--- config.mk ---
export PLATFORM = sky130hd
export DESIGN_NAME = spi_control_fifo_modes
export DESIGN_NICKNAME = d
export VERILOG_FILES = /design/src/rtl/spi_ctrl_pkg.sv /design/src/rtl/two_flop_sync.sv /design/src/rtl/byte_fifo.sv /design/src/rtl/spi_control_fifo_modes.sv
export SDC_FILE = /design/constraint.sdc
export NUM_CORES = 1
export LEC_CHECK = 0
export ABC_CLOCK_PERIOD_IN_PS = 3700
export BUFFER_PORTS_ARGS = -buffer_cell sky130_fd_sc_hd__buf_2
export CAP_MARGIN = 10
export CORE_ASPECT_RATIO = 0.9
export CORE_MARGIN = 4
export CORE_UTILIZATION = 57
export DETAILED_ROUTE_END_ITERATION = 10
export PLACE_DENSITY = 0.8
export SETUP_SLACK_MARGIN = 0.2
export SYNTH_ARGS = -nofsm -noshare
export SYNTH_HDL_FRONTEND = slang
export SYNTH_SLANG_ARGS = --single-unit
--- constraint.sdc ---
create_clock -name ref_clk_i -period 3.7 [get_ports ref_clk_i]
set_input_delay 0.185 -clock ref_clk_i [delete_from_list [all_inputs] [get_ports ref_clk_i]]
set_output_delay 0.185 -clock ref_clk_i [all_outputs]
set_load 0.02 [all_outputs]
--- src/rtl/spi_ctrl_pkg.sv ---
// Register map, control fields and timing constants of the SPI control block
package spi_ctrl_pkg;
  localparam int ADDR_W = 8;
  localparam int BYTE_W = 8;
  localparam int FIFO_DEPTH = 4;
  localparam int CNT_W = 3;
  localparam int IRQ_W = 4;

  localparam logic [ADDR_W-1:0] STATUS_OFF = 8'h00;
  localparam logic [ADDR_W-1:0] RX_OFF = 8'h04;
  localparam logic [ADDR_W-1:0] TX_OFF = 8'h08;
  localparam logic [ADDR_W-1:0] DIV_OFF = 8'h0c;
  localparam logic [ADDR_W-1:0] CTRL_OFF = 8'h10;
  localparam logic [ADDR_W-1:0] IRQ_STAT_OFF = 8'h14;
  localparam logic [ADDR_W-1:0] IRQ_MASK_OFF = 8'h18;

  localparam logic [15:0] CTRL_RESET = 16'h0000;
  localparam logic [7:0] DIV_RESET = 8'h1b;
  localparam logic [IRQ_W-1:0] IRQ_RESET = 4'h0;

  // Control field positions
  localparam int CTRL_EN = 0;
  localparam int CTRL_MASTER = 1;
  localparam int CTRL_CPHA = 2;
  localparam int CTRL_CPOL = 3;
  localparam int CTRL_LSB = 5;
  localparam int CTRL_TRIG = 6;
  localparam int CTRL_ZERO = 7;
  localparam int CTRL_OEN = 9;
  localparam int CTRL_LOOP = 10;
  localparam int CTRL_CONT = 11;
  localparam int CTRL_RFLH = 12;
  localparam int CTRL_TFLH = 13;
  localparam int CTRL_THR = 14;

  // Interrupt status and mask bit positions
  localparam int IRQ_TX = 0;
  localparam int IRQ_RX = 1;
  localparam int IRQ_OVF = 2;
  localparam int IRQ_UF = 3;

  // Serial clock edges per byte and half periods of the stall between bytes
  localparam logic [4:0] LAST_TOGGLE = 5'd15;
  localparam logic [4:0] LAST_GAP_HALF = 5'd1;
  localparam logic [3:0] LAST_BIT = 4'd7;

  typedef enum logic [2:0]
  {
    ST_IDLE = 3'b000,
    ST_LEAD = 3'b001,
    ST_SHIFT = 3'b011,
    ST_TAIL = 3'b010,
    ST_GAP = 3'b110
  } mstate_t;

  function automatic logic [CNT_W-1:0] thr_bytes(input logic [1:0] code);
    return {1'b0, code} + 3'd1;
  endfunction
endpackage

--- src/rtl/two_flop_sync.sv ---
// Two flip-flop synchroniser for pin inputs
`timescale 1ns/1ns
module two_flop_sync #(
  parameter int W = 1
) (
  input wire logic ref_clk_i,
  input wire logic srst_i,
  input wire logic [W-1:0] d_i,
  output logic [W-1:0] q_o
);
  typedef struct packed
  {
    logic [W-1:0] s1;
    logic [W-1:0] s2;
  } sync_t;

  sync_t st;
  sync_t next_st;

  if (W < 1)
  begin : g_bad_w
    $error("two_flop_sync needs W of at least 1");
  end

  always_comb
  begin
    next_st.s1 = d_i;
    next_st.s2 = st.s1;
  end

  always_ff @(posedge ref_clk_i)
  begin
    if (srst_i)
      st <= '0;
    else
      st <= next_st;
  end

  assign q_o = st.s2;
endmodule

--- src/rtl/byte_fifo.sv ---
// Small byte FIFO with a registered head word and a level count
`timescale 1ns/1ns
module byte_fifo #(
  parameter int W = 8,
  parameter int DEPTH = 4
) (
  input wire logic ref_clk_i,
  input wire logic srst_i,
  input wire logic flush_i,
  input wire logic push_i,
  input wire logic [W-1:0] data_i,
  input wire logic pop_i,
  output logic [W-1:0] data_o,
  output logic [$clog2(DEPTH+1)-1:0] count_o,
  output logic full_o,
  output logic empty_o
);
  localparam int PW = $clog2(DEPTH);
  localparam int CW = $clog2(DEPTH+1);

  typedef struct packed
  {
    logic [DEPTH-1:0][W-1:0] mem;
    logic [PW-1:0] wr;
    logic [PW-1:0] rd;
    logic [CW-1:0] cnt;
    logic [W-1:0] head;
  } fifo_state_t;

  fifo_state_t st;
  fifo_state_t next_st;
  logic do_push;
  logic do_pop;

  if (DEPTH < 2 || (DEPTH & (DEPTH - 1)) != 0 || W < 1)
  begin : g_bad_depth
    $error("byte_fifo needs a power-of-two DEPTH of at least 2");
  end

  always_comb
  begin
    next_st = st;
    do_pop = pop_i && st.cnt != '0;
    // A push into a full FIFO is dropped; only the receive-side caller reports overflow
    do_push = push_i && st.cnt != CW'(DEPTH);
    if (flush_i)
    begin
      next_st.wr = '0;
      next_st.rd = '0;
      next_st.cnt = '0;
    end
    else
    begin
      if (do_push)
      begin
        next_st.mem[st.wr] = data_i;
        next_st.wr = st.wr + PW'(1);
      end
      if (do_pop)
        next_st.rd = st.rd + PW'(1);
      next_st.cnt = st.cnt + CW'(do_push) - CW'(do_pop);
    end
    next_st.head = next_st.mem[next_st.rd];
  end

  always_ff @(posedge ref_clk_i)
  begin
    if (srst_i)
      st <= '0;
    else
      st <= next_st;
  end

  assign data_o = st.head;
  assign count_o = st.cnt;
  assign full_o = st.cnt == CW'(DEPTH);
  assign empty_o = st.cnt == '0;
endmodule

--- src/rtl/spi_control_fifo_modes.sv ---
// SPI port with FIFO thresholds, flushes, continuous mode, loopback and APB registers
//
// What this block does
// - Threshold code 00..11 raises transmit interrupt after one to four bytes sent, with trigger mode set only.
// - With trigger mode clear, receive interrupt when FIFO holds at least code plus one bytes, four when 11.
// - Transmit flush bit held empties the transmit FIFO within one cycle.
// - Writes to the transmit FIFO are dropped while transmit flush is set.
// - With transmit flush held, filler is shifted: zero or the last byte.
// - Receive flush bit held empties the receive FIFO within one cycle.
// - Receive flush drops incoming bytes and suppresses every interrupt request.
// - Receive flush with read-trigger mode: a receive read still launches a transfer.
// - Continuous master mode keeps shifting bytes with chip select low until empty.
// - Single-byte mode sends one byte, then stalls one serial clock before next.
// - Loopback routes serial output straight back to serial input.
// - Slave output drives normally when enabled, otherwise behaves open drain.
// - Trigger mode clear: receive read starts; set: transmit write starts.
// - Zero fill with empty transmit FIFO shifts out a zero byte.
// - Master drives active-low chip select during each transfer automatically.
`timescale 1ns/1ns
module spi_control_fifo_modes (
  input wire logic ref_clk_i,
  input wire logic srst_i,
  input wire logic psel_i,
  input wire logic penable_i,
  input wire logic pwrite_i,
  input wire logic [spi_ctrl_pkg::ADDR_W-1:0] paddr_i,
  input wire logic [31:0] pwdata_i,
  output logic [31:0] prdata_o,
  output logic pready_o,
  output logic pslverr_o,
  output logic irq_o,
  input wire logic sclk_i,
  input wire logic chip_select_n_i,
  input wire logic mosi_i,
  input wire logic miso_i,
  output logic sclk_o,
  output logic mosi_o,
  output logic chip_select_n_o,
  output logic master_drive_n_o,
  output logic slave_data_out_pin_o,
  output logic slave_data_out_oe_n_o
);
  import spi_ctrl_pkg::*;

  typedef struct packed
  {
    logic [15:0] ctrl;
    logic [7:0] div;
    logic [IRQ_W-1:0] irq_stat;
    logic [IRQ_W-1:0] irq_mask;
    logic [31:0] rdata;
    mstate_t mst;
    logic [7:0] half_cnt;
    logic [4:0] toggles;
    logic sclk;
    logic [BYTE_W-1:0] tx_sh;
    logic [BYTE_W-1:0] rx_sh;
    logic [3:0] bits;
    logic [BYTE_W-1:0] last_tx;
    logic [CNT_W-1:0] tx_sent;
    logic rd_req;
    logic sclk_prev;
    logic cs_prev;
  } state_t;

  state_t st, next_st;
  logic s_sclk, s_cs_n, s_mosi, s_miso;
  logic [BYTE_W-1:0] tx_head, rx_head;
  logic [CNT_W-1:0] tx_count, rx_count;
  logic tx_full, tx_empty, rx_full, rx_empty;

  function automatic logic hit(input logic [ADDR_W-1:0] a, input logic [ADDR_W-1:0] off);
    return a == off;
  endfunction
  function automatic logic mapped(input logic [ADDR_W-1:0] a);
    return hit(a, STATUS_OFF) || hit(a, RX_OFF) || hit(a, TX_OFF) || hit(a, DIV_OFF) ||
      hit(a, CTRL_OFF) || hit(a, IRQ_STAT_OFF) || hit(a, IRQ_MASK_OFF);
  endfunction

  // Bus decode
  logic setup_cyc, access_cyc, wr_acc, rd_acc, wr_tx, rd_rx;
  assign setup_cyc = psel_i && !penable_i;
  assign access_cyc = psel_i && penable_i;
  assign wr_acc = access_cyc && pwrite_i && mapped(paddr_i);
  assign rd_acc = access_cyc && !pwrite_i && mapped(paddr_i);
  assign wr_tx = wr_acc && hit(paddr_i, TX_OFF);
  assign rd_rx = rd_acc && hit(paddr_i, RX_OFF);
  // Control fields
  logic en, is_master, cpha, cpol, lsb_first, trig, zero_fill_en, slave_out_drive_en;
  logic loopback_en, continuous_transfer_en, rx_fifo_flush, tx_fifo_flush;
  logic [CNT_W-1:0] thr;
  assign en = st.ctrl[CTRL_EN];
  assign is_master = en && st.ctrl[CTRL_MASTER];
  assign cpha = st.ctrl[CTRL_CPHA];
  assign cpol = st.ctrl[CTRL_CPOL];
  assign lsb_first = st.ctrl[CTRL_LSB];
  assign trig = st.ctrl[CTRL_TRIG];
  assign zero_fill_en = st.ctrl[CTRL_ZERO];
  assign slave_out_drive_en = st.ctrl[CTRL_OEN];
  assign loopback_en = st.ctrl[CTRL_LOOP];
  assign continuous_transfer_en = st.ctrl[CTRL_CONT];
  assign rx_fifo_flush = st.ctrl[CTRL_RFLH];
  assign tx_fifo_flush = st.ctrl[CTRL_TFLH];
  assign thr = thr_bytes(st.ctrl[CTRL_THR+1:CTRL_THR]);
  // Serial engine: one shift path for master and slave, edges from either source
  logic slave_active, cs_fall, m_toggle, m_start, m_last, m_cont, edge_any, lvl, leading;
  logic sample, change, out_bit, in_bit, byte_done, load, tx_pop, rx_push;
  logic [BYTE_W-1:0] rx_byte, fill_byte, load_byte;
  logic [IRQ_W-1:0] ev;
  assign slave_active = en && !st.ctrl[CTRL_MASTER] && !s_cs_n;
  assign cs_fall = slave_active && st.cs_prev;
  assign m_toggle = st.mst == ST_SHIFT && st.half_cnt == st.div;
  assign m_last = m_toggle && st.toggles == LAST_TOGGLE;
  assign m_start = st.mst == ST_IDLE && is_master && (trig ? !tx_empty : st.rd_req);
  assign m_cont = m_last && continuous_transfer_en && !tx_empty;
  assign edge_any = is_master ? m_toggle : (slave_active && s_sclk != st.sclk_prev);
  assign lvl = is_master ? !st.sclk : s_sclk;
  assign leading = edge_any && (lvl != cpol);
  assign sample = edge_any && (leading != cpha);
  assign change = edge_any && !sample;
  assign out_bit = lsb_first ? st.tx_sh[0] : st.tx_sh[BYTE_W-1];
  assign in_bit = loopback_en ? out_bit : (is_master ? s_miso : s_mosi);
  assign byte_done = sample && st.bits == LAST_BIT;
  assign rx_byte = lsb_first ? {in_bit, st.rx_sh[BYTE_W-1:1]} : {st.rx_sh[BYTE_W-2:0], in_bit};
  assign load = m_start || m_cont || cs_fall || (slave_active && byte_done);
  assign fill_byte = zero_fill_en ? '0 : st.last_tx;
  assign load_byte = tx_empty ? fill_byte : tx_head;
  assign tx_pop = load && !tx_empty;
  // Incoming bytes are dropped while the receive flush is held
  assign rx_push = byte_done && !rx_fifo_flush;
  // Events; none is raised while the receive flush is held
  always_comb
  begin
    ev = '0;
    ev[IRQ_TX] = byte_done && trig && st.tx_sent == thr - 3'd1;
    ev[IRQ_RX] = rx_push && !trig && !rx_full && (rx_count + 3'd1 >= thr);
    ev[IRQ_OVF] = rx_push && rx_full;
    ev[IRQ_UF] = load && tx_empty && !tx_fifo_flush;
    if (rx_fifo_flush)
      ev = '0;
  end
  function automatic logic [31:0] read_mux(input state_t s, input logic [ADDR_W-1:0] a,
      input logic [CNT_W-1:0] rxc, input logic [CNT_W-1:0] txc, input logic [BYTE_W-1:0] rxh,
      input logic [CNT_W-1:0] t);
    logic [31:0] r;
    r = '0;
    if (hit(a, STATUS_OFF))
      r[11:0] = {rxc > t, rxc, s.irq_stat[IRQ_OVF], s.irq_stat[IRQ_RX], s.irq_stat[IRQ_TX],
        s.irq_stat[IRQ_UF], txc, |s.irq_stat};
    else if (hit(a, RX_OFF))
      r[BYTE_W-1:0] = rxh;
    else if (hit(a, DIV_OFF))
      r[7:0] = s.div;
    else if (hit(a, CTRL_OFF))
      r[15:0] = s.ctrl;
    else if (hit(a, IRQ_STAT_OFF))
      r[IRQ_W-1:0] = s.irq_stat;
    else if (hit(a, IRQ_MASK_OFF))
      r[IRQ_W-1:0] = s.irq_mask;
    return r;
  endfunction
  always_comb
  begin
    next_st = st;
    // Read data is taken in the setup cycle so that it leaves a flip-flop
    if (setup_cyc)
      next_st.rdata = read_mux(st, paddr_i, rx_count, tx_count, rx_head, thr);
    if (wr_acc && hit(paddr_i, CTRL_OFF))
      next_st.ctrl = pwdata_i[15:0];
    if (wr_acc && hit(paddr_i, DIV_OFF))
      next_st.div = pwdata_i[7:0];
    if (wr_acc && hit(paddr_i, IRQ_MASK_OFF))
      next_st.irq_mask = pwdata_i[IRQ_W-1:0];
    // A new event wins over a write-one clear in the same cycle
    if (wr_acc && hit(paddr_i, IRQ_STAT_OFF))
      next_st.irq_stat = st.irq_stat & ~pwdata_i[IRQ_W-1:0];
    next_st.irq_stat = next_st.irq_stat | ev;

    if (m_start)
      next_st.rd_req = 1'b0;
    // A receive read still launches a transfer under receive flush
    if (rd_rx && !trig && is_master)
      next_st.rd_req = 1'b1;

    next_st.sclk_prev = s_sclk;
    next_st.cs_prev = s_cs_n;
    if (sample)
    begin
      next_st.rx_sh = rx_byte;
      next_st.bits = byte_done ? '0 : st.bits + 4'd1;
    end
    // No shift before the first sample, so the loaded first bit stays on the line
    if (change && st.bits != '0)
      next_st.tx_sh = lsb_first ? {1'b0, st.tx_sh[BYTE_W-1:1]} : {st.tx_sh[BYTE_W-2:0], 1'b0};
    if (load)
    begin
      next_st.tx_sh = load_byte;
      next_st.last_tx = load_byte;
    end
    if (!is_master && !slave_active)
      next_st.bits = '0;
    if (byte_done && trig)
      next_st.tx_sent = (st.tx_sent == thr - 3'd1) ? '0 : st.tx_sent + 3'd1;
    if (!trig)
      next_st.tx_sent = '0;

    case (st.mst)
      ST_IDLE:
      begin
        next_st.sclk = cpol;
        next_st.half_cnt = '0;
        if (m_start)
        begin
          next_st.mst = ST_LEAD;
          next_st.bits = '0;
        end
      end
      ST_LEAD:
      begin
        next_st.half_cnt = st.half_cnt + 8'd1;
        if (st.half_cnt == st.div)
        begin
          next_st.mst = ST_SHIFT;
          next_st.half_cnt = '0;
          next_st.toggles = '0;
        end
      end
      ST_SHIFT:
      begin
        next_st.half_cnt = st.half_cnt + 8'd1;
        if (m_toggle)
        begin
          next_st.sclk = !st.sclk;
          next_st.half_cnt = '0;
          next_st.toggles = st.toggles + 5'd1;
          if (m_last)
          begin
            next_st.toggles = '0;
            // Chip select stays low straight into the next byte
            if (!m_cont)
              next_st.mst = ST_TAIL;
          end
        end
      end
      ST_TAIL:
      begin
        next_st.half_cnt = st.half_cnt + 8'd1;
        if (st.half_cnt == st.div)
        begin
          next_st.mst = ST_GAP;
          next_st.half_cnt = '0;
          next_st.toggles = '0;
        end
      end
      ST_GAP:
      begin
        // One full serial clock of stall before the next single byte
        next_st.half_cnt = st.half_cnt + 8'd1;
        if (st.half_cnt == st.div)
        begin
          next_st.half_cnt = '0;
          next_st.toggles = st.toggles + 5'd1;
          if (st.toggles == LAST_GAP_HALF)
            next_st.mst = ST_IDLE;
        end
      end
      default:
      begin
        next_st.mst = ST_IDLE;
      end
    endcase
    if (!is_master)
    begin
      next_st.mst = ST_IDLE;
      next_st.sclk = cpol;
    end
  end

  always_ff @(posedge ref_clk_i)
  begin
    if (srst_i)
      st <= '{ctrl: CTRL_RESET, div: DIV_RESET, irq_stat: IRQ_RESET, irq_mask: IRQ_RESET,
        mst: ST_IDLE, cs_prev: 1'b1, default: '0};
    else
      st <= next_st;
  end

  two_flop_sync #(.W(4)) u_pin_sync (
    .ref_clk_i(ref_clk_i),
    .srst_i(srst_i),
    .d_i({sclk_i, chip_select_n_i, mosi_i, miso_i}),
    .q_o({s_sclk, s_cs_n, s_mosi, s_miso})
  );

  byte_fifo #(.W(BYTE_W), .DEPTH(FIFO_DEPTH)) u_tx_fifo (
    .ref_clk_i(ref_clk_i),
    .srst_i(srst_i),
    .flush_i(tx_fifo_flush),
    .push_i(wr_tx && !tx_fifo_flush),
    .data_i(pwdata_i[BYTE_W-1:0]),
    .pop_i(tx_pop),
    .data_o(tx_head),
    .count_o(tx_count),
    .full_o(tx_full),
    .empty_o(tx_empty)
  );

  byte_fifo #(.W(BYTE_W), .DEPTH(FIFO_DEPTH)) u_rx_fifo (
    .ref_clk_i(ref_clk_i),
    .srst_i(srst_i),
    .flush_i(rx_fifo_flush),
    .push_i(rx_push),
    .data_i(rx_byte),
    .pop_i(rd_rx && !rx_empty),
    .data_o(rx_head),
    .count_o(rx_count),
    .full_o(rx_full),
    .empty_o(rx_empty)
  );

  assign prdata_o = st.rdata;
  assign pready_o = 1'b1;
  assign pslverr_o = access_cyc && !mapped(paddr_i);
  assign irq_o = |(st.irq_stat & st.irq_mask) && !rx_fifo_flush;
  assign sclk_o = st.sclk;
  assign mosi_o = out_bit;
  assign chip_select_n_o = !(st.mst == ST_LEAD || st.mst == ST_SHIFT || st.mst == ST_TAIL);
  assign master_drive_n_o = !is_master;
  // Open drain: with the drive bit clear only a low level is ever driven
  assign slave_data_out_pin_o = slave_out_drive_en ? out_bit : 1'b0;
  assign slave_data_out_oe_n_o = !(slave_active && (slave_out_drive_en || !out_bit));

  a_tx_flush_empty: assert property (@(posedge ref_clk_i) disable iff (srst_i)
    tx_fifo_flush |=> tx_count == '0) else $error("tx FIFO not empty under flush");
  a_tx_write_drop: assert property (@(posedge ref_clk_i) disable iff (srst_i)
    (wr_tx && tx_fifo_flush) |=> tx_empty) else $error("tx write taken under flush");
  a_rx_flush_empty: assert property (@(posedge ref_clk_i) disable iff (srst_i)
    rx_fifo_flush |=> rx_count == '0) else $error("rx FIFO not empty under flush");
  a_rx_flush_quiet: assert property (@(posedge ref_clk_i) disable iff (srst_i)
    rx_fifo_flush |-> !irq_o && ev == '0) else $error("interrupt raised under rx flush");
  a_read_launch: assert property (@(posedge ref_clk_i) disable iff (srst_i)
    (st.mst == ST_IDLE && st.rd_req && is_master && !trig && $stable(st.ctrl))
      |=> st.mst == ST_LEAD && !chip_select_n_o) else $error("rx read did not launch");
  a_cont_cs_held: assert property (@(posedge ref_clk_i) disable iff (srst_i)
    (m_cont && $stable(st.ctrl)) |=> st.mst == ST_SHIFT && !chip_select_n_o)
    else $error("continuous byte released chip select");
  a_gap_stall: assert property (@(posedge ref_clk_i) disable iff (srst_i)
    (st.mst == ST_TAIL && next_st.mst == ST_GAP) |=> (st.mst == ST_GAP)[*2])
    else $error("stall between bytes too short");
  a_loop_route: assert property (@(posedge ref_clk_i) disable iff (srst_i)
    (loopback_en && sample && !lsb_first) |=> st.rx_sh[0] == $past(mosi_o))
    else $error("loopback not routed");
  a_open_drain: assert property (@(posedge ref_clk_i) disable iff (srst_i)
    (!slave_out_drive_en && !slave_data_out_oe_n_o) |-> !slave_data_out_pin_o)
    else $error("open-drain pin driven high");
  a_zero_fill: assert property (@(posedge ref_clk_i) disable iff (srst_i)
    (load && tx_empty && zero_fill_en) |=> st.tx_sh == '0) else $error("zero fill not sent");
  a_rx_threshold: assert property (@(posedge ref_clk_i) disable iff (srst_i)
    (rx_push && !trig && rx_count == thr - 3'd1) |=> st.irq_stat[IRQ_RX])
    else $error("rx threshold missed");
  a_cs_shift_low: assert property (@(posedge ref_clk_i) disable iff (srst_i)
    $rose(st.mst == ST_SHIFT) |-> !chip_select_n_o && $past(!chip_select_n_o))
    else $error("chip select high while shifting");
endmodule

### Word-level counts from Yosys, hierarchy flattened

Cells that the tools add are included.

| cells by class | value |
|---|---|
| reduce and logical (&&, ||, !) cells | 103 |
| equal/unequal tests | 31 |
| mux-type cells | 65 |
| bitwise gates (word level) | 6 |
| $add $sub $neg | 15 |
| $lt $le $gt $ge | 8 |

Operators by type and width:

| operator | count |
|---|---|
| 8-bit 2-to-1 mux | 14 |
| 34-bit 2-to-1 mux | 2 |
| 32-bit bitwise mux | 2 |
| 32-bit 2-to-1 mux | 2 |
| 1-bit logical AND | 53 |
| 16-bit 2-to-1 mux | 3 |
| 4-bit 2-to-1 mux | 11 |
| 8-bit one-hot mux with 5 select lines | 1 |
| 8-bit binary-select mux with 2-bit select | 2 |
| 8-bit demux with 2-bit select | 2 |
| 8-bit by 5-bit == test with 1-bit output, second input constant | 3 |
| 12-bit 2-to-1 mux | 2 |
| 5-bit one-hot mux with 4 select lines | 1 |
| 1-bit zero test | 18 |
| 17-bit 2-to-1 mux | 1 |
| 8-bit by 4-bit == test with 1-bit output, second input constant | 2 |
| 2-bit inequality test, second input constant | 8 |
| 3-bit 2-to-1 mux | 5 |
| 5-bit 2-to-1 mux | 3 |
| 3-bit one-hot mux with 5 select lines | 1 |
| 1-bit logical OR | 12 |
| 2-bit by 3-bit < comparator with 1-bit output, second input constant | 4 |
| 1-bit 2-to-1 mux | 10 |
| 3-bit zero test | 3 |
| other kinds (40) | 63 |

| word-level totals | value |
|---|---|
| bits of input ports | 49 |
| logic and storage cells | 263 |
| output and inout port bits | 41 |
| bits in registers | 201 |

### Logic depth before layout (Yosys ltp)

Gate-level depths: netlist of run 1.

| logic depth | value |
|---|---|
| depth after elaboration | 17 |
| depth in mapped cells | 15 |
| gate-level depth less buffers | 15 |

### Cells and area by module

Synthesis of run 1 repeated with hierarchy kept, for this count alone.

| second synthesis, totals | value |
|---|---|
| cells, all modules | 1,215 |
| area, all modules | 10,169.8 um2 |

Modules (own cells, without submodules):

| module | cells each | instances | sequential area each (um2) | area an instance (um2) |
|---|---|---|---|---|
| spi_control_fifo_modes | 664 | 1 | 1,981.9 | 5,544.1 |
| byte_fifo at u_tx_fifo | 266 | 1 | 940.9 | 2,215.9 |
| byte_fifo at u_rx_fifo | 269 | 1 | 940.9 | 2,199.6 |
| two_flop_sync | 16 | 1 | 160.2 | 210.2 |

### Least setup slack after synthesis of run 1

OpenSTA, ideal clock, no wires.

| timing path | value |
|---|---|
| kind | register -> register |
| start | register st[100] in the netlist's numbering |
| end | register u_tx_fifo.st (netlist bit u_tx_fifo.count_o[2]) |
| path slack | 801 ps |
| buffers on the path | 1 |
| setup time | 115 ps |
| clock period less this slack | 2,899 ps |
| cell stages (with the launch flop) | 15 |
| data arrival time | 2,784 ps |
| cell sequence | dfxtp_1 -> buf_2 -> nand2_4 -> mux2i_4 -> mux2i_1 -> o221ai_1 -> a21oi_1 -> ha_1 -> inv_1 -> ha_1 -> inv_1 -> fa_1 -> xor2_1 -> xnor2_1 -> nor2_1 |

| between the ends | value |
|---|---|
| word-level cells in the longest chain between the ends | 14 |
| elaborated cells on any way between the ends | 22 |

RTL lines:

| what | RTL line | RTL |
|---|---|---|
| start: declaration | spi_control_fifo_modes.sv:66 | `state_t st, next_st;` |
| start signal: assignment | spi_control_fifo_modes.sv:282 | `st <= '{ctrl: CTRL_RESET, div: DIV_RESET, irq_stat: IRQ_RESET, irq_mask: IRQ_RESET,` |
| start signal: assignment | spi_control_fifo_modes.sv:285 | `st <= next_st;` |
| 1-bit zero test | spi_control_fifo_modes.sv:110 | `assign slave_active = en && !st.ctrl[CTRL_MASTER] && !s_cs_n;` |
| 1-bit logical AND (2 in a row) | spi_control_fifo_modes.sv:110 |  |
| 1-bit logical AND | spi_control_fifo_modes.sv:116 | `assign edge_any = is_master ? m_toggle : (slave_active && s_sclk != st.sclk_prev);` |
| 1-bit 2-to-1 mux | spi_control_fifo_modes.sv:116 |  |
| 1-bit logical AND | spi_control_fifo_modes.sv:118 | `assign leading = edge_any && (lvl != cpol);` |
| 1-bit inequality test | spi_control_fifo_modes.sv:119 | `assign sample = edge_any && (leading != cpha);` |
| 1-bit logical AND | spi_control_fifo_modes.sv:119 |  |
| 1-bit logical AND | spi_control_fifo_modes.sv:123 | `assign byte_done = sample && st.bits == LAST_BIT;` |
| 1-bit logical AND | spi_control_fifo_modes.sv:125 | `assign load = m_start \|\| m_cont \|\| cs_fall \|\| (slave_active && byte_done);` |
| 1-bit logical OR * | spi_control_fifo_modes.sv:125 |  |
| 1-bit logical AND * | spi_control_fifo_modes.sv:128 | `assign tx_pop = load && !tx_empty;` |
| 1-bit logical AND * | byte_fifo.sv:43 | `do_pop = pop_i && st.cnt != '0;` |
| 3-bit by 1-bit subtractor with 3-bit output * | byte_fifo.sv:61 | `next_st.cnt = st.cnt + CW'(do_push) - CW'(do_pop);` |
| end signal: assignment | byte_fifo.sv:71 | `st <= next_st;` |
| end: declaration | byte_fifo.sv:30 | `fifo_state_t st;` |

Mark *: on every way between the ends. The rest lies on a longest branch, timed or not.
A chain may end at the register's enable or synchronous reset.

### Worst setup path after layout of run 1

Ends and elaborated chain as after synthesis.

==> results.sh, run 1 <==
export IMPL_maxCapViolCount=0
export IMPL_timing_worst_slew_pin_value_ns=0.7787
export IMPL_global_route_wire_length_before_repair_um=42150
export IMPL_cts_root_buffer="sky130_fd_sc_hd__clkbuf_16"
export IMPL_port_buffers=56
export IMPL_layout_cells_most_common="sky130_fd_sc_hd__dfxtp_1"
export IMPL_chipHeight_um=134.5
export IMPL_post_route_drc_count=0
export IMPL_diodes=0
export IMPL_synth_top_cell_by_area="sky130_fd_sc_hd__dfxtp_1"
export IMPL_timing_clock_skew_ns=0.02144
export IMPL_detailed_route_via_count=9190
export IMPL_multi_input_comb_area_mm2=0.005431
export IMPL_timing_critical_path_from="st[100]$_SDFFE_PP0P_"
export IMPL_synth_enable_flop_cells=0
export IMPL_holdCritPathClass="primary input to flop"
export IMPL_netlist_area_mm2=0.01014
export IMPL_synth_area_per_cell_um2=7.947
export IMPL_initialDrtViolationCount=1028
export IMPL_worst_setup_path_type="flop to flop"
export IMPL_yosysWarnings=0
export IMPL_rr_endpoint="u_tx_fifo.count_o[2]$_SDFF_PP0_"
export IMPL_p_per_area_mw_per_mm2=418.9
export IMPL_timing_max_transition_violations_final=0
export IMPL_regArea_mm2=0.004024
export IMPL_synth_cell_types=74
export IMPL_rrSetupSlack_ns=0.47
export IMPL_cts_clk_slew_worst_paths_ns=0.06
export IMPL_ir_worst_vdd_uv=397.6
export IMPL_grt_start_max_net_pins=57
export IMPL_post_synth_inst_count=1276
export IMPL_power_leakage_nw=4.117
export IMPL_critical_path_endpoint_type="flop"
export IMPL_starting_density_of_the_core_pct=59.05
export IMPL_timing_final_setup_violations=0
export IMPL_grt_antenna_before_repair=0
export IMPL_cts_inserted_buffers=22
export IMPL_timing_slew_headroom_pct=46.60
export IMPL_detailed_place_hpwl_um=18080
export IMPL_gr_usage_all_layers_pct=25.31
export IMPL_worstSetupStartpointType="flop"
export IMPL_cp_max_fo=9
export IMPL_die_area_mm2=0.01999
export IMPL_placeableCoreArea_mm2=0.01717
export IMPL_top_area_cells_in_the_synthesized_netlist="sky130_fd_sc_hd__dfxtp_1 40%, sky130_fd_sc_hd__nor2_1 6.4%, sky130_fd_sc_hd__a21oi_1 6.4%, sky130_fd_sc_hd__nand2_1 6.1%, sky130_fd_sc_hd__ha_1 3.6%"
export IMPL_area_post_placement_mm2=0.01036
export IMPL_grt_pass1_vias=8238
export IMPL_critical_path_reg2reg_startpoint="st[100]$_SDFFE_PP0P_"
export IMPL_io_pin_count=90
export IMPL_final_cell_mix="201 x sky130_fd_sc_hd__dfxtp_1, 174 x sky130_fd_sc_hd__nor2_1, 166 x sky130_fd_sc_hd__nand2_1, 130 x sky130_fd_sc_hd__a21oi_1, 55 x sky130_fd_sc_hd__buf_2"
export IMPL_fin_nets=1372
export IMPL_placed_cells_incl_taps=1491
export IMPL_layout_cells_non_filler=1543
export IMPL_synthToLayoutAreaGrowth_pct=11.18
export IMPL_critPathCapture="u_tx_fifo.count_o[2]$_SDFF_PP0_"
export IMPL_drt_first_pass_iters=5
export IMPL_placement_rows=45
export IMPL_clockBufferDepth=3
export IMPL_unrepaired_setup_endpoints_after_global_routing="no"
export IMPL_critical_path_arrival_ns=3.62
export IMPL_postRouteAntennaNets=0
export IMPL_layout_cell_area_non_filler_mm2=0.01127
export IMPL_synth_yosys_seq_area_share_pct=39.68
export IMPL_finalHoldViolations=0
export IMPL_drive_gt1_share_pct=11.39
export IMPL_status="finished, final reports clean"
export IMPL_place_ws_ns=0.4994
export IMPL_period_needed_ns=3.225
export IMPL_die_w_um=148.6
export IMPL_setup_tns_ns=0
export IMPL_clock_tree_htree_level_count=1
export IMPL_achievable_frequency_mhz=310.1
export IMPL_cts_tree="yes"
export IMPL_cts_sinks=201
export IMPL_reg2reg_depth=13
export IMPL_route_detailed_wl_per_inst_um=16.96
export IMPL_synthDominantCellAreaShare_pct=39.68
export IMPL_clock_insertion_delay_worst_skew_ns=0.51
export IMPL_critPathRequiredTime_ns=4.10
export IMPL_ys_flop_type="sky130_fd_sc_hd__dfxtp_1"
export IMPL_drt_wl_total_um=26170
export IMPL_final_setup_worst_slack_ns=0.4748
export IMPL_fillCellCount=1412
export IMPL_post_route_util_pct=65.65
export IMPL_globalplace_congestion=0.9645
export IMPL_yosys_register_bits=201
export IMPL_residual_overflow_from_global_routing=0
export IMPL_ys_async_sr_fraction_pct=0
export IMPL_post_drt_via_cell_ratio=5.956
export IMPL_period_share_pct=87.17
[registers in the layout, summed over array words and instances (netlist names), 3 cells and up]
| signal | count |
|---|---|
| st | 74 |
| u_rx_fifo.st | 36 |
| u_tx_fifo.st | 36 |
| prdata_o | 16 |
| u_rx_fifo.data_o | 8 |
| u_tx_fifo.data_o | 8 |
| u_pin_sync.next_st | 4 |
| u_pin_sync.q_o | 4 |
| u_rx_fifo.count_o | 3 |
| u_tx_fifo.count_o | 3 |
[layer usage]
metal / share of wire, % / global-route usage (%) / vias to the layer above / wire, um
met3: 9.6 / 4.765 / 58 / 2506
met1: 45 / 37.64 / 4261 / 11860
li1: - / - / 4421 / -
met4: 2.4 / 6.260 / 0 / 625
met5: 0 / 0 / - / 0
met2: 43 / 37.92 / 450 / 11180
[power breakdown]
group,switching [W],internal (W)
registers,0.00000640,0.00217
logic,0.000125,0.0000533
clock network,0.000902,0.00146
total,0.00103,0.00369
[synth_stat cells, drive strengths merged, types with 4 or more instances]
| library cell | count |
|---|---|
| nand3b | 5 |
| nand4 | 8 |
| a211oi | 48 |
| nand3 | 26 |
| and3 | 8 |
| or3 | 21 |
| nor4 | 8 |
| nand2 | 169 |
| xor2 | 6 |
| nor3b | 17 |
| nor2b | 11 |
| o2111ai | 7 |
| o211ai | 8 |
| nor3 | 44 |
| xnor2 | 19 |
| a221oi | 14 |
| or2 | 8 |
| inv | 48 |
| o21ai | 30 |
| ha | 29 |
| o221ai | 12 |
| buf | 47 |
| nand2b | 10 |
| a31oi | 9 |
| and2 | 11 |
| a21oi | 132 |
| mux2i | 25 |
| mux2 | 10 |
| a211o | 8 |
| clkbuf | 65 |
| nor2 | 174 |
| a21o | 4 |
| dfxtp | 201 |
| a22oi | 4 |
[area by class of cell]
class,instances,area share (%)
multi-input cells,930,48.17
clock inverters,11,1.476
well taps,235,2.608
inverters,48,1.598
repair buffers,89,4.972
flip-flops and latches,201,35.69
clock buffers,29,5.482
[cells by family after synthesis]
logic type / Yosys count / share of synthesized area [%]
flip-flops: 201 / 39.68
other: 2 / 0.07406
adder cells (fa/ha/maj): 31 / 3.973
buffers and inverters: 160 / 7.378
AO/OA/AOI/OAI: 295 / 18.98
multiplexers: 35 / 3.738
AND/OR/NAND/NOR: 527 / 24.02
XOR/XNOR: 25 / 2.159
[per-stage QoR]
step	total power (W)	hold slack, ns
2_1_floorplan	0.002360	0.3132
3_3_place_gp	0.002391	0.3978
3_5_place_dp	0.002392	0.4027
4_1_cts	0.004735	0.01000
5_1_grt	0.004857	0.01392
6_report	0.004723	0.02163
[worst min path at each step]
stage               cells after the start  slack, ns         from                          endpoint
floorplan                               1       0.31       miso_i  u_pin_sync.next_st[0]$_SDFF_PP0_
global placement                        2       0.40       sclk_i  u_pin_sync.next_st[3]$_SDFF_PP0_
detailed placement                      2       0.40       miso_i  u_pin_sync.next_st[0]$_SDFF_PP0_
CTS                                     3       0.01  pwdata_i[6]       u_tx_fifo.st[45]$_SDFF_PP0_
global route                            3       0.01  pwdata_i[6]       u_tx_fifo.st[45]$_SDFF_PP0_
finish                                  3       0.02  pwdata_i[6]       u_tx_fifo.st[37]$_SDFF_PP0_
[worst max-delay path, cell delays in order (launching register included)]
cell	delay, ns
sky130_fd_sc_hd__dfxtp_1	0.50
sky130_fd_sc_hd__nand2_4	0.19
sky130_fd_sc_hd__mux2i_4	0.22
sky130_fd_sc_hd__mux2i_1	0.38
sky130_fd_sc_hd__o221ai_1	0.23
sky130_fd_sc_hd__a21oi_1	0.32
sky130_fd_sc_hd__ha_1	0.29
sky130_fd_sc_hd__inv_1	0.06
sky130_fd_sc_hd__ha_1	0.14
sky130_fd_sc_hd__inv_1	0.05
sky130_fd_sc_hd__fa_1	0.37
sky130_fd_sc_hd__xor2_1	0.18
sky130_fd_sc_hd__xnor2_1	0.14
sky130_fd_sc_hd__nor2_1	0.06
[timing repair]
| action | 4_1_cts | 5_1_grt |
|---|---|---|
| resized for setup | 0 | 1 |
| hold buffers | 12 | 0 |
| buffers inserted | 0 | 0 |
| setup endpoints to repair | 0 | 1 |
| endpoints found under the hold margin | 12 | 0 |
Note: power is estimated with default switching activity, not from simulation.
==> inputs of run 2 (changes only) <==
--- a/config.mk
+++ b/config.mk
@@ -9,10 +9,10 @@
 export BUFFER_PORTS_ARGS = -buffer_cell sky130_fd_sc_hd__buf_2
 export CAP_MARGIN = 10
 export CORE_ASPECT_RATIO = 0.9
-export CORE_MARGIN = 4
 export CORE_UTILIZATION = 57
 export DETAILED_ROUTE_END_ITERATION = 10
 export PLACE_DENSITY = 0.8
+export REMOVE_ABC_BUFFERS = 1
 export SETUP_SLACK_MARGIN = 0.2
 export SYNTH_ARGS = -nofsm -noshare
 export SYNTH_HDL_FRONTEND = slang
==> results.sh, run 2 (synthesized netlist as in run 1, its figures left out) <==
export IMPL_timing_worst_slew_pin_value_ns=0.9406
export IMPL_gr_usage_all_layers_pct=28.60
export IMPL_critical_path_endpoint_type="flop"
export IMPL_p_per_area_mw_per_mm2=415.8
export IMPL_fin_nets=1372
export IMPL_critPathRequiredTime_ns=4.10
export IMPL_io_pin_count=90
export IMPL_grt_start_max_net_pins=88
export IMPL_globalplace_congestion=0.9175
export IMPL_holdCritPathClass="primary input to flop"
export IMPL_starting_density_of_the_core_pct=59.25
export IMPL_initialDrtViolationCount=1017
export IMPL_hold_worst_slack_ns=0.02660
export IMPL_power_leakage_nw=4.126
export IMPL_cts_clk_slew_worst_paths_ns=0.06
export IMPL_worst_setup_path_type="flop to flop"
export IMPL_drt_wl_total_um=26420
export IMPL_clockBufferDepth=3
export IMPL_placement_rows=45
export IMPL_rrSetupSlack_ns=0.42
export IMPL_clock_insertion_delay_worst_skew_ns=0.50
export IMPL_worstSetupStartpointType="flop"
export IMPL_critical_path_reg2reg_startpoint="st[100]$_SDFFE_PP0P_"
export IMPL_grt_antenna_before_repair=0
export IMPL_clock_tree_htree_level_count=1
export IMPL_setup_tns_ns=0
export IMPL_ir_worst_vdd_uv=304.5
export IMPL_port_buffers=56
export IMPL_placed_cells_incl_taps=1491
export IMPL_largest_register_ffs=74
export IMPL_final_cell_mix="201 x sky130_fd_sc_hd__dfxtp_1, 174 x sky130_fd_sc_hd__nor2_1, 166 x sky130_fd_sc_hd__nand2_1, 130 x sky130_fd_sc_hd__a21oi_1, 55 x sky130_fd_sc_hd__buf_2"
export IMPL_timing_final_setup_violations=0
export IMPL_drive_gt1_share_pct=11.54
export IMPL_route_detailed_wl_per_inst_um=17.12
export IMPL_die_area_mm2=0.01833
export IMPL_hp_start="pwdata_i[6]"
export IMPL_place_ws_ns=0.5238
export IMPL_regMostFlops="st"
export IMPL_layout_cells_most_common="sky130_fd_sc_hd__dfxtp_1"
export IMPL_finalHoldViolations=0
export IMPL_synthToLayoutAreaGrowth_pct=11.18
export IMPL_cts_root_buffer="sky130_fd_sc_hd__clkbuf_16"
export IMPL_chipHeight_um=128.5
export IMPL_timing_max_transition_violations_final=0
export IMPL_layout_cells_non_filler=1543
export IMPL_drt_first_pass_iters=6
export IMPL_post_drt_via_cell_ratio=5.959
export IMPL_period_needed_ns=3.281
export IMPL_final_setup_worst_slack_ns=0.4188
export IMPL_residual_overflow_from_global_routing=0
export IMPL_detailed_route_via_count=9195
export IMPL_cts_inserted_buffers=22
export IMPL_critical_path_arrival_ns=3.69
export IMPL_die_w_um=142.6
export IMPL_post_route_drc_count=0
export IMPL_unrepaired_setup_endpoints_after_global_routing="no"
export IMPL_placeableCoreArea_mm2=0.01712
export IMPL_cp_max_fo=9
export IMPL_diodes=0
export IMPL_largest_registers="st x74, u_rx_fifo.st x36, u_tx_fifo.st x36"
export IMPL_cts_sinks=201
export IMPL_timing_slew_headroom_pct=37.29
export IMPL_global_route_wire_length_before_repair_um=41710
export IMPL_postRouteAntennaNets=0
export IMPL_detailed_place_hpwl_um=17500
export IMPL_grt_pass1_vias=7936
export IMPL_post_route_util_pct=65.87
export IMPL_maxCapViolCount=0
export IMPL_timing_clock_skew_ns=0.009680
export IMPL_period_share_pct=88.68
export IMPL_achievable_frequency_mhz=304.8
export IMPL_timing_critical_path_from="st[100]$_SDFFE_PP0P_"
export IMPL_cts_tree="yes"
export IMPL_status="finished, final reports clean"
export IMPL_postCtsSetupRepairBufs=0
-- run 2: changes by cell type in the layout (fill, tap and decap cells not counted), sizes merged --
cell and change:
bufinv -2, clkbuf +4, clkinv +1, clkinvlp -2, inv -1
-- run 2: area by class of cell --
class / instances / area [um2]
clock buffer: 33 / 693.2
clock inverter: 7 / 91.34
fill: 1428 / 5842
inverter: 48 / 180.2
multi-input combinational: 930 / 5431
sequential: 201 / 4024
tap: 235 / 294.0
timing repair buffer: 89 / 560.5
-- run 2: per-layer routing --
| layer | global-route usage, % | routed length (um) | up-vias |
|---|---|---|---|
| li1 | - | - | 4443 |
| met1 | 41.27 | 11500 | 4227 |
| met2 | 44.38 | 11850 | 460 |
| met3 | 4.429 | 2397 | 65 |
| met4 | 7.780 | 671 | 0 |
| met5 | 0 | 0 | - |
-- run 2: worst paths after layout --
| kind | end | depth (start not counted) |
|---|---|---|
| worst min-delay path | u_tx_fifo.st[37]$_SDFF_PP0_ | 3 |
| worst max register to register | u_tx_fifo.data_o[6]$_SDFF_PP0_ | 9 |
| worst min register to register | u_pin_sync.q_o[0]$_SDFF_PP0_ | 1 |
| worst max-delay path | u_tx_fifo.data_o[6]$_SDFF_PP0_ | 9 |
-- run 2: repair_timing --
action	in CTS	in global routing
setup endpoints to repair	0	8
hold buffers	12	0
gates resized for setup	0	1
endpoints found under the hold margin	12	0
-- run 2: through the flow --
stage                     area (um2)  total power, W
after floorplan                 9629        0.002296
after global placement         10360        0.002392
after detailed placement       10360        0.002395
after CTS                      11270        0.004698
after global routing           11270        0.004805
final                          11270        0.004688
-- run 2: worst max-delay path, cell delays in order (launching register included) --
cell and delay [ns]:
sky130_fd_sc_hd__dfxtp_1 0.53, sky130_fd_sc_hd__nand2_4 0.10, sky130_fd_sc_hd__mux2i_4 0.20, sky130_fd_sc_hd__mux2i_1 0.47, sky130_fd_sc_hd__o221ai_1 0.28, sky130_fd_sc_hd__a2111oi_0 0.57
sky130_fd_sc_hd__o21ai_1 0.35, sky130_fd_sc_hd__a221oi_2 0.37, sky130_fd_sc_hd__a31oi_1 0.08, sky130_fd_sc_hd__o221ai_1 0.23
-- run 2: where the power goes --
| part | leakage [nW] | internal, W | switching [W] |
|---|---|---|---|
| Combinational | 2.12 | 0.0000534 | 0.000127 |
| Clock | 0.388 | 0.00143 | 0.000893 |
| Sequential | 1.62 | 0.00218 | 0.00000637 |
==> inputs of run 3 (changes only) <==
--- a/config.mk
+++ b/config.mk
@@ -9,11 +9,12 @@
 export BUFFER_PORTS_ARGS = -buffer_cell sky130_fd_sc_hd__buf_2
 export CAP_MARGIN = 10
 export CORE_ASPECT_RATIO = 0.9
-export CORE_UTILIZATION = 57
+export CORE_UTILIZATION = 35
 export DETAILED_ROUTE_END_ITERATION = 10
-export PLACE_DENSITY = 0.8
+export PLACE_DENSITY = 0.55
 export REMOVE_ABC_BUFFERS = 1
-export SETUP_SLACK_MARGIN = 0.2
+export SETUP_SLACK_MARGIN = 0.1
 export SYNTH_ARGS = -nofsm -noshare
 export SYNTH_HDL_FRONTEND = slang
+export SYNTH_HIERARCHICAL = 1
 export SYNTH_SLANG_ARGS = --single-unit
==> results.sh, run 3 <==
export IMPL_status="finished, final reports clean"
export IMPL_port_buffers=56
export IMPL_grt_antenna_before_repair=1
export IMPL_grt_start_max_net_pins=107
export IMPL_rr_endpoint="u_tx_fifo/count_o[2]$_SDFF_PP0_"
export IMPL_die_w_um=181.6
export IMPL_globalplace_congestion=0.8243
export IMPL_achievable_frequency_mhz=289.7
export IMPL_hold_worst_slack_ns=0.01293
export IMPL_io_pin_count=90
export IMPL_fin_nets=1316
export IMPL_largest_registers="st x74, u_rx_fifo/st x36, u_tx_fifo/st x36"
export IMPL_finalHoldViolations=0
export IMPL_residual_overflow_from_global_routing=0
export IMPL_crit_chain="nor3_2, nand2_1, a41o_1, a32oi_1, o21a_2, nor2_1, o31ai_1, inv_1, ha_1, inv_1, ha_1, fa_1, xnor2_1, xnor2_1, nor3_1"
export IMPL_detailed_route_via_count=8512
export IMPL_critPathMaxStageDelay_ns=0.38
export IMPL_critPathCapture="u_tx_fifo/count_o[2]$_SDFF_PP0_"
export IMPL_clockBufferDepth=3
export IMPL_gr_usage_all_layers_pct=18.15
export IMPL_post_route_drc_count=0
export IMPL_netlist_area_mm2=0.01017
export IMPL_cp_max_fo=10
export IMPL_cts_tree="yes"
export IMPL_fillCellCount=2834
export IMPL_critPathRequiredTime_ns=4.09
export IMPL_yosysWarnings=6
export IMPL_drt_first_pass_iters=5
export IMPL_p_per_area_mw_per_mm2=405.6
export IMPL_rrSetupSlack_ns=0.25
export IMPL_holdCritPathClass="primary input to flop"
export IMPL_timing_worst_slew_pin_value_ns=0.8225
export IMPL_ir_worst_vdd_uv=284.8
export IMPL_clock_tree_htree_level_count=1
export IMPL_grt_pass1_vias=7930
export IMPL_drive_gt1_share_pct=13.73
export IMPL_critical_path_endpoint_type="flop"
export IMPL_unrepaired_setup_endpoints_after_global_routing="yes"
export IMPL_post_drt_via_cell_ratio=5.274
export IMPL_critical_path_n_buffers_inverters=2
export IMPL_worstSetupStartpointType="flop"
export IMPL_cts_clk_slew_worst_paths_ns=0.06
export IMPL_period_share_pct=93.29
export IMPL_power_leakage_nw=4.139
export IMPL_maxCapViolCount=0
export IMPL_cts_inserted_buffers=23
export IMPL_clock_insertion_delay_worst_skew_ns=0.53
export IMPL_timing_critical_path_from="u_tx_fifo/count_o[1]$_SDFF_PP0_"
export IMPL_layout_cells_most_common="sky130_fd_sc_hd__dfxtp_1"
export IMPL_post_route_util_pct=40.45
export IMPL_postCtsSetupRepairBufs=0
export IMPL_critical_path_arrival_ns=3.84
export IMPL_postRouteAntennaNets=0
export IMPL_synth_area_per_cell_um2=8.374
export IMPL_chipHeight_um=163.7
export IMPL_cts_sinks=201
export IMPL_critPathTopFamily="compound AO/OA/AOI/OAI gates"
export IMPL_final_cell_mix="201 x sky130_fd_sc_hd__dfxtp_1, 200 x sky130_fd_sc_hd__nand2_1, 115 x sky130_fd_sc_hd__a21oi_1, 102 x sky130_fd_sc_hd__nor2_1, 55 x sky130_fd_sc_hd__buf_2"
export IMPL_drt_wl_total_um=27120
export IMPL_placement_rows=58
export IMPL_largest_register_ffs=74
export IMPL_timing_max_transition_violations_final=0
export IMPL_reg2reg_depth=15
export IMPL_setup_tns_ns=0
export IMPL_detailed_place_hpwl_um=18840
export IMPL_route_detailed_wl_per_inst_um=16.80
export IMPL_synthToLayoutAreaGrowth_pct=12.33
export IMPL_global_route_wire_length_before_repair_um=43390
export IMPL_period_needed_ns=3.452
export IMPL_die_area_mm2=0.02973
export IMPL_critPathSlowestCell="sky130_fd_sc_hd__dfxtp_1"
export IMPL_critical_path_depth=15
export IMPL_timing_clock_skew_ns=0.02896
export IMPL_worst_setup_path_type="flop to flop"
export IMPL_initialDrtViolationCount=648
export IMPL_critical_path_reg2reg_startpoint="u_tx_fifo/count_o[1]$_SDFF_PP0_"
export IMPL_cts_root_buffer="sky130_fd_sc_hd__clkbuf_16"
export IMPL_placeableCoreArea_mm2=0.02823
export IMPL_post_synth_inst_count=1214
export IMPL_timing_final_setup_violations=0
export IMPL_timing_slew_headroom_pct=44.58
export IMPL_regMostFlops="st"
export IMPL_starting_density_of_the_core_pct=36.01
-- run 3: cell types whose count changed in the layout (fill, tap and decap cells not counted), moves of 15 or more --
cell                       previous run  this run
sky130_fd_sc_hd__inv_1               47        32
sky130_fd_sc_hd__a21oi_1            130       115
sky130_fd_sc_hd__a211oi_1            48         2
sky130_fd_sc_hd__or4_1                1        20
sky130_fd_sc_hd__o22ai_1              2        18
sky130_fd_sc_hd__nor2_1             174       102
sky130_fd_sc_hd__nor3_1              43        20
sky130_fd_sc_hd__nand2_1            166       200
-- run 3: per-stage QoR --
step	setup slack, ns	total power [W]	instance area (um2)	cells
after floorplan	-0.1737	0.002296	9480	1106
after global placement	0.1775	0.002394	10510	1558
after detailed placement	0.1530	0.002393	10510	1558
after CTS	0.1342	0.004688	11410	1613
after global routing	0.03975	0.004799	11420	1614
final	0.2481	0.004632	11420	1614
-- run 3: worst register-to-register path, delay by kind of cell, from the launching register on --
kind,cells,cell delay [ns]
AO/OA/AOI/OAI,4,0.89
XOR/XNOR,2,0.34
adder cells (fa/ha/maj),3,0.86
buffers and inverters,2,0.13
flip-flops,1,0.38
AND/OR/NAND/NOR,4,0.72
-- run 3: worst min path at each step --
stage	startpoint	to	slack [ns]	cells after the start
floorplan	srst_i	continuous_transfer_en$_SDFFE_PP0P_	0.25	1
global placement	chip_select_n_i	u_pin_sync/next_st[2]$_SDFF_PP0_	0.39	2
detailed placement	chip_select_n_i	u_pin_sync/next_st[2]$_SDFF_PP0_	0.40	2
CTS	pwdata_i[5]	u_tx_fifo/st[20]$_SDFF_PP0_	0.002	3
global route	pwdata_i[6]	u_tx_fifo/st[29]$_SDFF_PP0_	0.01	3
finish	pwdata_i[6]	u_tx_fifo/st[45]$_SDFF_PP0_	0.01	3
-- run 3: area by class of cell --
| type | instances | area [um2] | share of cell area (%) |
|---|---|---|---|
| multi-input cells | 873 | 5364 | 46.97 |
| flip-flops and latches | 201 | 4024 | 35.24 |
| repair buffers | 106 | 705.7 | 6.179 |
| clock buffers | 29 | 618.1 | 5.413 |
| well taps | 360 | 450.4 | 3.944 |
| clock inverters | 12 | 135.1 | 1.183 |
| inverters | 32 | 120.1 | 1.052 |
| diodes | 1 | 2.502 | 0.02191 |
-- run 3: routing by layer --
layer / part of all wire, % / vias to the layer above / track usage, %
met4: 2.0 / 0 / 4.545
met3: 5.7 / 38 / 3.411
met1: 50 / 3988 / 26.60
met2: 42 / 224 / 27.05
li1: - / 4262 / -
met5: 0 / - / 0
-- run 3: report_power, final --
group	internal [W]	switching [W]	leakage [nW]	total, W
registers	0.00218	0.00000663	1.62	0.00218
clock network	0.00133	0.000941	0.361	0.00227
logic	0.0000543	0.000121	2.16	0.000176
total	0.00356	0.00107	4.14	0.00463
-- run 3: what timing repair did --
action | CTS | global route
endpoints found under the setup margin | 0 | 15
endpoints found under the hold margin | 22 | 0
hold buffers | 14 | 0
resized for setup | 0 | 5
